## src/logic/eecl_pkg.sv

```systemverilog
// constants shared by the configuration loader
package eecl_pkg;
    // ************************************************************
    // word offsets of the configuration image
    // ************************************************************
    localparam logic [7:0] PRELOAD_WORDS = 8'h15; // words fetched in order from 00h after reset
    localparam logic [7:0] W_BLANK = 8'h00; // count word, all ones when blank
    localparam logic [7:0] W_FLAG = 8'h01; // power and wakeup flags
    localparam logic [7:0] W_MAC0 = 8'h04; // first station address word
    localparam logic [7:0] W_MAC2 = 8'h06; // last station address word
    localparam logic [7:0] W_CK_FIRST = 8'h07; // first word in the byte sum
    localparam logic [7:0] W_CK_LAST = 8'h0E; // last word in the byte sum
    localparam logic [7:0] W_MODE = 8'h0F; // embedded phy mode in [15:13]
    localparam logic [7:0] W_FRAME = 8'h10; // maximum frame size
    localparam logic [7:0] W_PHY = 8'h11; // phy kind and address bytes
    localparam logic [7:0] W_WM = 8'h12; // watermarks, high mark in [15:8]
    localparam logic [7:0] W_CKSUM = 8'h18; // checksum low, power saving high
    localparam logic [7:0] W_ATTR = 8'h2C; // descriptor attributes in [15:8]
    localparam logic [7:0] W_PWR = 8'h2D; // maximum power in [7:0]
    // ************************************************************
    // fixed built-in image, low byte first
    // ************************************************************
    localparam logic [15:0] ROM_FLAG = 16'h1DFD;
    localparam logic [15:0] ROM_MODE = 16'h0580;
    localparam logic [15:0] ROM_FRAME = 16'h0600;
    localparam logic [15:0] ROM_PHY = 16'hE010;
    localparam logic [15:0] ROM_WM = 16'h2442;
    localparam logic [15:0] ROM_CKSUM = 16'h08FF;
    localparam logic [15:0] ROM_ATTR = 16'hE004;
    localparam logic [15:0] ROM_PWR = 16'h0902;
    localparam logic [15:0] BLANK_WORD = 16'hFFFF;
    localparam logic [7:0] CKSUM_SEED = 8'hFF;
    // ************************************************************
    // field codes and limits
    // ************************************************************
    localparam logic [2:0] MODE_AUTO_ALL = 3'b000;
    localparam logic [2:0] MODE_AUTO_100 = 3'b001;
    localparam logic [2:0] MODE_AUTO_10 = 3'b010;
    localparam logic [2:0] MODE_100FDX = 3'b100;
    localparam logic [2:0] MODE_100HDX = 3'b101;
    localparam logic [2:0] MODE_10FDX = 3'b110;
    localparam logic [2:0] MODE_10HDX = 3'b111;
    localparam logic [2:0] KIND_ETH = 3'b000; // ethernet or phone-line phy
    localparam logic [2:0] KIND_NONE = 3'b111; // no supported phy
    localparam logic [4:0] EPHY_ADDR = 5'h10; // embedded phy management address
    localparam logic [4:0] PD_BCAST = 5'h00; // address reaching every phy
    localparam logic [4:0] PD_REG = 5'h00; // control register
    localparam logic [15:0] PD_DATA = 16'h0800; // power-down bit set
    localparam logic [11:0] FRAME_MAX = 12'h800; // 2048 bytes
    localparam logic [11:0] FRAME_DEF = 12'h600;
    localparam int WM_SHIFT = 7; // one watermark unit is 128 bytes
    // ************************************************************
    // register bus offsets
    // ************************************************************
    localparam logic [7:0] A_STATUS = 8'h00;
    localparam logic [7:0] A_PHYSEL = 8'h04;
    localparam logic [7:0] A_PHYDATA = 8'h08;
    localparam logic [7:0] A_MACLO = 8'h0C;
    localparam logic [7:0] A_MACHI = 8'h10;
endpackage : eecl_pkg
```

## src/logic/eecl_loader.sv

```systemverilog
// power-on configuration loader with image fallback and phy power-down
// Summary of operation
// RL1: mode 111 gives fixed 10M half duplex
// RL2: image should hold mode 000, full autonegotiation
// RL3: mode latched once as embedded phy leaves reset
// RL4: host may still write phy registers afterwards
// RL5: frame size even, at most 2048, default 0600h
// RL6: kind 000 ethernet phy, 111 no phy
// RL7: defaults 10h and E0h, embedded phy at 10h
// RL8: secondary address serves external media port
// RL9: full duplex pause between high and low marks
// RL10: one watermark unit equals 128 bytes
// RL11: half duplex jams on same watermarks
// RL12: three power-down writes: broadcast, primary, secondary
// RL13: power-down only in rmii external phy mode
// RL14: wake-ready mode skips the power-down writes
// RL15: built-in image replaces blank or bad image
// RL16: image words are low byte then high
// RL17: built-in image loads all-zero station address
// RL18: built-in checksum FF, word 0 high 00
// RL19: built-in image is fixed read-only content
// RL20: word 2Ch high byte gives attributes, bit7 one
// RL21: word 2Dh low byte gives power in 2mA
// RL22: default self powered with remote wakeup
// RL23: default auto disconnect off, level zero
// RL24: preload 15h words after reset
// RL25: checksum equals FF minus byte sum 07h-0Eh
// RL26: selection done before descriptors are answered
//
// Local design decisions: strobed register access and the register addresses.
`timescale 1ns/1ps
module eecl_loader (
    input wire logic clk_i,
    input wire logic rst_n_i,
    output logic ee_rd_o, // word read request pulse
    output logic [7:0] ee_addr_o, // word offset
    input wire logic ee_ack_i, // word ready pulse
    input wire logic [15:0] ee_data_i, // word, low byte in [7:0]
    output logic mdio_wr_o, // management write request pulse
    output logic [4:0] mdio_phy_o,
    output logic [4:0] mdio_reg_o,
    output logic [15:0] mdio_data_o,
    input wire logic mdio_done_i, // management write finished pulse
    input wire logic rmii_mac_i, // strap pin: mac mode, external rmii phy
    input wire logic wol_ready_i, // strap pin: default wake-ready mode
    input wire logic full_duplex_i,
    input wire logic [15:0] free_bytes_i, // free receive storage in bytes
    input wire logic [7:0] reg_addr_i,
    input wire logic [31:0] reg_wdata_i,
    input wire logic reg_wr_i,
    input wire logic reg_rd_i,
    output logic [31:0] reg_rdata_o,
    output logic cfg_valid_o, // configuration selected and applied
    output logic ephy_rst_n_o, // embedded phy reset release
    output logic [2:0] embedded_phy_mode_sel_o,
    output logic ephy_autoneg_o,
    output logic ephy_speed100_o,
    output logic ephy_full_duplex_o,
    output logic [11:0] max_frame_o,
    output logic [2:0] prim_phy_kind_code_o,
    output logic [4:0] prim_phy_mgmt_addr_o,
    output logic [2:0] sec_phy_kind_code_o,
    output logic [4:0] external_media_port_addr_o,
    output logic pause_o,
    output logic jam_o,
    output logic [47:0] mac_addr_o,
    output logic [7:0] cfg_attr_o,
    output logic [7:0] max_power_o,
    output logic self_powered_o,
    output logic remote_wakeup_o,
    output logic cable_off_auto_disconnect_o,
    output logic [1:0] cable_off_level_o
);
    // ************************************************************
    // state
    // ************************************************************
    typedef enum logic [2:0] {
        S_REQ, S_WAIT, S_CHECK, S_APPLY, S_PD, S_PD_WAIT, S_RUN, S_HW_WAIT
    } eecl_state_e;
    typedef struct packed {
        eecl_state_e st; // sequencer state
        logic [7:0] addr; // word being fetched
        logic [15:0] flag, mode, frame, phy, wm, ck, attr, pwr; // stored words
        logic [15:0] mdata, hdata; // management and host write data
        logic [47:0] mac; // station address
        logic [7:0] sum; // byte sum of the checked words
        logic rd, mwr, hpend, pd_done; // requests, pending host write, done
        logic blank, bad, use_rom, valid, ephy_rst_n;
        logic autoneg, s100, fdx, fc, pause, jam; // decoded mode, flow control
        logic [11:0] max_frame;
        logic [4:0] mphy, mreg, sel_phy, sel_reg; // management and host targets
        logic [1:0] pd_idx; // power-down step
        logic [31:0] rdata;
        logic [1:0] sy1, sy2, straps; // strap synchroniser and capture
    } eecl_st_s;
    eecl_st_s q, d;
    logic [15:0] hi_b, lo_b; // watermarks in bytes
    logic [2:0] msel; // mode field of the stored word

    assign hi_b = 16'(q.wm[15:8]) << eecl_pkg::WM_SHIFT; // RL10
    assign lo_b = 16'(q.wm[7:0]) << eecl_pkg::WM_SHIFT; // RL10
    assign msel = q.mode[15:13];

    // next word to fetch after the current one
    function automatic logic [7:0] next_addr(input logic [7:0] a);
        if (a == eecl_pkg::PRELOAD_WORDS - 8'h01) begin
            next_addr = eecl_pkg::W_CKSUM;
        end else if (a == eecl_pkg::W_CKSUM) begin
            next_addr = eecl_pkg::W_ATTR;
        end else begin
            next_addr = a + 8'h01;
        end
    endfunction : next_addr

    // ************************************************************
    // next-state logic
    // ************************************************************
    always_comb begin
        d = q;
        d.rd = 1'b0;
        d.mwr = 1'b0;
        d.sy1 = {rmii_mac_i, wol_ready_i};
        d.sy2 = q.sy1;
        // register writes; set of a pending host write wins
        if (reg_wr_i) begin
            if (reg_addr_i == eecl_pkg::A_PHYSEL) begin
                d.sel_phy = reg_wdata_i[4:0];
                d.sel_reg = reg_wdata_i[9:5];
            end else if (reg_addr_i == eecl_pkg::A_PHYDATA) begin
                d.hdata = reg_wdata_i[15:0];
            end
        end
        // register reads, data one cycle later
        d.rdata = 32'h0000_0000;
        if (reg_rd_i) begin
            case (reg_addr_i)
                eecl_pkg::A_STATUS: d.rdata = {26'h0, q.hpend, q.pd_done,
                    q.use_rom, q.bad, q.blank, q.valid};
                eecl_pkg::A_PHYSEL: d.rdata = {22'h0, q.sel_reg, q.sel_phy};
                eecl_pkg::A_PHYDATA: d.rdata = {16'h0, q.hdata};
                eecl_pkg::A_MACLO: d.rdata = q.mac[31:0];
                eecl_pkg::A_MACHI: d.rdata = {16'h0, q.mac[47:32]};
                default: d.rdata = 32'h0000_0000; // unmapped reads zero
            endcase
        end
        // flow control hysteresis once configured
        if (q.valid) begin
            if (!q.fc && free_bytes_i <= hi_b) begin
                d.fc = 1'b1; // RL9
            end else if (q.fc && free_bytes_i >= lo_b) begin
                d.fc = 1'b0; // RL9
            end
        end
        d.pause = d.fc && full_duplex_i; // RL9
        d.jam = d.fc && !full_duplex_i; // RL11
        case (q.st)
            // fetch one word
            S_REQ: begin
                d.rd = 1'b1; // RL24
                d.st = S_WAIT;
            end
            // store the word that arrives
            S_WAIT: begin
                if (ee_ack_i) begin
                    case (q.addr) // RL16
                        eecl_pkg::W_BLANK: d.blank = ee_data_i == eecl_pkg::BLANK_WORD;
                        eecl_pkg::W_FLAG: d.flag = ee_data_i;
                        eecl_pkg::W_MODE: d.mode = ee_data_i;
                        eecl_pkg::W_FRAME: d.frame = ee_data_i;
                        eecl_pkg::W_PHY: d.phy = ee_data_i;
                        eecl_pkg::W_WM: d.wm = ee_data_i;
                        eecl_pkg::W_CKSUM: d.ck = ee_data_i;
                        eecl_pkg::W_ATTR: d.attr = ee_data_i;
                        eecl_pkg::W_PWR: d.pwr = ee_data_i;
                        default: d.blank = q.blank;
                    endcase
                    if (q.addr >= eecl_pkg::W_MAC0 && q.addr <= eecl_pkg::W_MAC2) begin
                        d.mac = {ee_data_i, q.mac[47:16]};
                    end
                    if (q.addr >= eecl_pkg::W_CK_FIRST && q.addr <= eecl_pkg::W_CK_LAST) begin
                        d.sum = q.sum + ee_data_i[7:0] + ee_data_i[15:8]; // RL25
                    end
                    if (q.addr == eecl_pkg::W_PWR) begin
                        d.st = S_CHECK;
                    end else begin
                        d.addr = next_addr(q.addr); // RL24
                        d.st = S_REQ;
                    end
                end
            end
            // validate, fall back to the fixed image
            S_CHECK: begin
                d.bad = (eecl_pkg::CKSUM_SEED - q.sum) != q.ck[7:0]; // RL25
                if (q.blank || d.bad) begin
                    d.use_rom = 1'b1; // RL15
                    d.flag = eecl_pkg::ROM_FLAG; // RL22
                    d.mode = eecl_pkg::ROM_MODE; // RL19
                    d.frame = eecl_pkg::ROM_FRAME;
                    d.phy = eecl_pkg::ROM_PHY; // RL7
                    d.wm = eecl_pkg::ROM_WM;
                    d.ck = eecl_pkg::ROM_CKSUM; // RL18
                    d.attr = eecl_pkg::ROM_ATTR;
                    d.pwr = eecl_pkg::ROM_PWR;
                    d.mac = 48'h0000_0000_0000; // RL17
                end
                d.st = S_APPLY;
            end
            // decode and release the embedded phy
            S_APPLY: begin
                d.autoneg = msel == eecl_pkg::MODE_AUTO_ALL // RL2
                    || msel == eecl_pkg::MODE_AUTO_100
                    || msel == eecl_pkg::MODE_AUTO_10;
                d.s100 = msel == eecl_pkg::MODE_AUTO_ALL
                    || msel == eecl_pkg::MODE_AUTO_100
                    || msel == eecl_pkg::MODE_100FDX
                    || msel == eecl_pkg::MODE_100HDX;
                d.fdx = !(msel == eecl_pkg::MODE_100HDX
                    || msel == eecl_pkg::MODE_10HDX); // RL1
                if (q.frame[0] || q.frame[11:0] > eecl_pkg::FRAME_MAX
                    || q.frame[15:12] != 4'h0) begin
                    d.max_frame = eecl_pkg::FRAME_DEF; // RL5
                end else begin
                    d.max_frame = q.frame[11:0]; // RL5
                end
                d.attr[15] = 1'b1; // RL20
                d.ephy_rst_n = 1'b1; // RL3
                d.valid = 1'b1; // RL26
                d.straps = q.sy2;
                d.pd_idx = 2'd0;
                if (q.sy2[1] && !q.sy2[0]) begin
                    d.st = S_PD; // RL13
                end else begin
                    d.st = S_RUN; // RL14
                end
            end
            // power-down writes in fixed order
            S_PD: begin
                d.mwr = 1'b1;
                d.mreg = eecl_pkg::PD_REG; // RL12
                d.mdata = eecl_pkg::PD_DATA;
                case (q.pd_idx)
                    2'd0: d.mphy = eecl_pkg::PD_BCAST; // RL12
                    2'd1: d.mphy = q.phy[4:0]; // RL12
                    default: d.mphy = q.phy[12:8]; // RL12
                endcase
                d.st = S_PD_WAIT;
            end
            S_PD_WAIT: begin
                if (mdio_done_i) begin
                    if (q.pd_idx == 2'd2) begin
                        d.pd_done = 1'b1;
                        d.st = S_RUN;
                    end else begin
                        d.pd_idx = q.pd_idx + 2'd1;
                        d.st = S_PD;
                    end
                end
            end
            // host phy register writes after the latch
            S_RUN: begin
                if (q.hpend) begin
                    d.mwr = 1'b1; // RL4
                    d.mphy = q.sel_phy;
                    d.mreg = q.sel_reg;
                    d.mdata = q.hdata;
                    d.hpend = 1'b0;
                    d.st = S_HW_WAIT;
                end
            end
            S_HW_WAIT: begin
                if (mdio_done_i) begin
                    d.st = S_RUN;
                end
            end
            default: d.st = S_REQ;
        endcase
        if (reg_wr_i && reg_addr_i == eecl_pkg::A_PHYDATA) begin
            d.hpend = 1'b1;
        end
    end

    // ************************************************************
    // state register
    // ************************************************************
    always_ff @(posedge clk_i or negedge rst_n_i) begin
        if (!rst_n_i) begin
            q <= '0;
        end else begin
            q <= d;
        end
    end

    // ************************************************************
    // outputs
    // ************************************************************
    assign ee_rd_o = q.rd;
    assign ee_addr_o = q.addr;
    assign mdio_wr_o = q.mwr;
    assign mdio_phy_o = q.mphy;
    assign mdio_reg_o = q.mreg;
    assign mdio_data_o = q.mdata;
    assign reg_rdata_o = q.rdata;
    assign cfg_valid_o = q.valid;
    assign ephy_rst_n_o = q.ephy_rst_n;
    assign embedded_phy_mode_sel_o = q.mode[15:13];
    assign ephy_autoneg_o = q.autoneg;
    assign ephy_speed100_o = q.s100;
    assign ephy_full_duplex_o = q.fdx;
    assign max_frame_o = q.max_frame;
    assign prim_phy_kind_code_o = q.phy[7:5]; // RL6
    assign prim_phy_mgmt_addr_o = q.phy[4:0];
    assign sec_phy_kind_code_o = q.phy[15:13]; // RL6
    assign external_media_port_addr_o = q.phy[12:8]; // RL8
    assign pause_o = q.pause;
    assign jam_o = q.jam;
    assign mac_addr_o = q.mac;
    assign cfg_attr_o = q.attr[15:8]; // RL20
    assign max_power_o = q.pwr[7:0]; // RL21
    assign self_powered_o = q.flag[0]; // RL22
    assign remote_wakeup_o = q.flag[2]; // RL22
    assign cable_off_auto_disconnect_o = q.ck[12]; // RL23
    assign cable_off_level_o = q.ck[9:8]; // RL23
endmodule : eecl_loader

```

## config.mk

```make
export PLATFORM = sky130hd
export DESIGN_NAME = eecl_loader
export DESIGN_NICKNAME = d
export VERILOG_FILES = /design/src/logic/eecl_pkg.sv /design/src/logic/eecl_loader.sv
export SDC_FILE = /design/constraint.sdc
export NUM_CORES = 1
export LEC_CHECK = 0
export ABC_CLOCK_PERIOD_IN_PS = 5560
export BUFFER_PORTS_ARGS = -buffer_cell sky130_fd_sc_hd__buf_2
export CORE_UTILIZATION = 55
export CTS_CLUSTER_DIAMETER = 150
export DETAILED_ROUTE_END_ITERATION = 7
export PLACE_DENSITY = 0.8
export SETUP_SLACK_MARGIN = 0.3
export SLEW_MARGIN = 15
export SYNTH_ARGS = -nofsm -noshare
export SYNTH_HDL_FRONTEND = slang
export SYNTH_SLANG_ARGS = --single-unit
```

## constraint.sdc

```tcl
create_clock -name clk_i -period 5.56 [get_ports clk_i]
set_input_delay 1.112 -clock clk_i [delete_from_list [all_inputs] [get_ports clk_i]]
set_output_delay 1.112 -clock clk_i [all_outputs]
set_load 0.02 [all_outputs]
```

==> reports/summary.md <==
The compound-gate portion of the synthesized area came out at 0.182. The tools report the relative slew slack as 0.203. Clock tree synthesis inserted a total of 27 buffers. The tools report the number of routed nets with antenna violations as 0. The die span in x works out to 155 um. The total overflow left after global routing is 0. The share of the clock period used by the worst path after layout is 0.610, and the final count of hold timing violations is 0. 256 I/O pins were placed. Among all flip-flop cells after synthesis, the most frequent one is sky130_fd_sc_hd__dfrtp_1. Synthesis handed over a netlist of 1172 instances. The core outline area is 22800 um^2.

Setup repair after global routing left no endpoint under its margin. The starting density of the core was 0.566. For the pin with the worst max-slew slack, the measured transition is 1.20 ns.

The total of flip-flops plus latches after synthesis came out at 263. TritonCTS built the clock tree. After routing the design area is 14000 um^2. The leakage power came out at 7.10 nW. The run gives 958 as the violation count after the first detailed-route iteration. The level count of the clock H-tree is 1, and the net count after synthesis is 1290. After clock tree synthesis, the setup repair step added 0 buffers. Entering global routing, the biggest net connects 120 pins.

The run gives 9625 as the total number of vias. Number of enable flip-flop cells after synthesis: 0. The run finished with clean final reports. The longest clock path from root to sink contains 3 buffers.

The tools report the final number of max-transition violations as 0. The tools report the clock root buffer as sky130_fd_sc_hd__clkbuf_16. The finished layout holds 1551 standard cells, fillers aside. OpenSTA, run right after detailed placement, puts the worst setup slack at 1.96 ns. For this design the ratio of total power to cell area is 356 nW/um^2. Adder and majority cell fraction of the synthesized area: 0.0404. For the die area, the log shows 24100 um^2. By area, the combinational part of the netlist is dominated by compound AO/OA/AOI/OAI gates. For the register area share after synthesis, the log shows 0.509. In the layout the commonest cells are 263 x sky130_fd_sc_hd__dfrtp_1, 238 x sky130_fd_sc_hd__buf_2, 85 x sky130_fd_sc_hd__a22o_1. In the final timing run, aggregate negative setup slack is 0 ns. The clock net in this run drives a total of 263 sinks. The upper clock frequency limit was 295 MHz; the total of buffers placed on input and output ports was 239. The time the final worst path needs with I/O delays and setup is 3.39 ns. STA classifies the critical path startpoint as a flop. The count of placed standard cells including taps was 1502. The worst setup path category is reg -> reg. After detailed routing, the number of vias per cell comes to 6.21.

The simple-gate portion of the synthesized area works out to 0.0963. The via count of the first global-routing pass was 9284; the register clock-pin slew on the reported worst setup and hold paths was 0.06 ns. The most common library cell in the layout ignoring fill and taps is sky130_fd_sc_hd__dfrtp_1. The hold buffer count at CTS was 0; the latest clock arrival within the worst-skew pair was 0.55 ns.

The post-cts repair resize count was 0. STA classifies the critical path endpoint as a flop. The tools report the arrival time at the worst endpoint as 3.87 ns. The wire length reported by the detailed router is 34900 um, and the average cell area after synthesis is 11.0 um^2. The routed wirelength normalized by instance count is 22.5 um. Walking the worst path, the cells encountered are or3b_1 -> nor2_1 -> a31o_2 -> a21o_1 -> buf_4 -> a22o_1. The total power is 0.00499 W, and the worst path required time is 6.04 ns. The share of cell area taken by muxes after synthesis was 0.0338; the fraction of synthesized cell area in xor and xnor cells was 0.0108.

On the worst path, the slowest cell contributes a delay of 0.79 ns. After the last flow step, the layout net total stands at 1336. In this run the cell area measured after placement is 13100 um^2. After synthesis, the netlist uses 64 different library cells.

The number of antenna diodes in the final layout is 0. The DRC violation count after routing was 0; the die boundary height was 155 um. Along the worst path, the maximum fanout reaches 48.

The HPWL after detailed placement is 24700 um, and the number of antenna violations at the first check in global routing is 0. The overall fraction of global-route tracks in use is 0.290, and the row count is 55. Setup slack on the critical path of the routed design comes to 2.17 ns.

The share of post-route cells with drive strength above 1 came out at 0.267. The tools report the count of synthesis-stage warnings from yosys as 0. VDD sags by at most 0.000301 V. The synthesized netlist occupies a cell area of 12900 um^2. The first global-routing pass estimated 54000 um of wire. Routability-driven placement finished with a final weighted congestion of 0.911. The tightest min-delay check is of the reg -> reg type. Layout overhead on the synthesized area: 8.44%. The highest-delay cell along the critical path is sky130_fd_sc_hd__or3b_1. The logs give 0 for the final count of negative-setup-slack endpoints and 6 for the first-pass detailed-route iteration total. The fraction of registers with async set/reset is 1.00, and the setup clock skew after layout is 0.00949 ns. Max-cap violations in this run came to 0. For the reg2reg setup slack, the log shows 2.17 ns.
[registers in the layout, indices dropped and copies added, names as in the netlist, 3 cells and up]
signal                      count
prim_phy_mgmt_addr_o            5
external_media_port_addr_o      5
mdio_reg_o                      5
mac_addr_o                     48
sec_phy_kind_code_o             3
cfg_attr_o                      8
mdio_phy_o                      5
reg_rdata_o                    32
hi_b                            8
prim_phy_kind_code_o            3
q                              71
embedded_phy_mode_sel_o         3
mdio_data_o                    16
ee_addr_o                       8
max_frame_o                    12
lo_b                            8
max_power_o                     8
[power breakdown]
group | internal, W | switching, W
logic | 0.000335 | 0.000507
registers | 0.00210 | 0.000194
clock network | 0.00109 | 0.000777
[routing by layer]
metal / track usage / up-vias / part of all wire
met5: 0 / - / 0
met4: 0.124 / 0 / 0.044
met3: 0.0577 / 112 / 0.091
met2: 0.473 / 577 / 0.47
met1: 0.378 / 4722 / 0.39
li1: - / 4214 / -
[area by class of cell]
cell class | count | area [um^2]
repair buffers | 250 | 1300
flip-flops and latches | 263 | 6580
inverters | 32 | 120
clock inverters | 10 | 129
clock buffers | 39 | 791
well taps | 313 | 392
fillers | 1817 | 8820
multi-input cells | 644 | 4720
[critical path: cells and delay by family (launching register included)]
| kind | cells | cell delay [ns] |
|---|---|---|
| AND/OR/NAND/NOR | 2 | 1.11 |
| AO/OA/AOI/OAI | 3 | 1.00 |
| flip-flops | 1 | 0.74 |
| buffers and inverters | 1 | 0.45 |
[Yosys cell counts, types with 11 or more instances]
cell,n,area (um^2)
sky130_fd_sc_hd__clkbuf_1,49,184
sky130_fd_sc_hd__nand4_1,14,87.6
sky130_fd_sc_hd__nor2_1,43,161
sky130_fd_sc_hd__o22ai_1,15,93.8
sky130_fd_sc_hd__o31ai_1,12,90.1
sky130_fd_sc_hd__nand2_1,67,251
sky130_fd_sc_hd__ha_1,29,363
sky130_fd_sc_hd__a31oi_1,11,68.8
sky130_fd_sc_hd__and3_1,23,144
sky130_fd_sc_hd__dfrtp_1,263,6580
sky130_fd_sc_hd__o2bb2ai_1,14,123
sky130_fd_sc_hd__a22o_1,85,744
sky130_fd_sc_hd__a32o_1,23,230
sky130_fd_sc_hd__mux2_2,30,338
sky130_fd_sc_hd__a22oi_1,13,97.6
sky130_fd_sc_hd__buf_2,17,85.1
sky130_fd_sc_hd__inv_1,32,120
sky130_fd_sc_hd__xnor2_1,14,123
sky130_fd_sc_hd__buf_4,164,1230
sky130_fd_sc_hd__nand3_1,18,90.1
sky130_fd_sc_hd__a21oi_1,34,170
sky130_fd_sc_hd__o21ai_0,49,245
[per-stage QoR]
stage                      util  hold WS (ns)
after floorplan               -         0.331
after global placement    0.574         0.336
after detailed placement  0.574         0.342
after CTS                 0.614         0.345
after global routing      0.614         0.359
final                     0.614         0.349
[logic make-up (layout without fill, tap and decap cells)]
family / count (synthesis) / after routing
mux: 40 / 40
compound gates: 314 / 314
flops: 263 / 263
fa+ha+maj: 37 / 37
simple gates: 237 / 237
buf+inv: 265 / 331
xor+xnor: 16 / 16
[worst paths after layout]
kind,startpoint,endpoint,depth (start not counted)
worst max-delay path,q[312],mac_addr_o[24],6
worst min-delay path,d[2],q[2],0
worst max register to register,q[312],mac_addr_o[24],6
worst min register to register,d[2],q[2],0
max in group asynchronous,rst_n_i,q[156],2
min in group asynchronous,rst_n_i,q[158],1
Power figures use the tool's default switching activity.
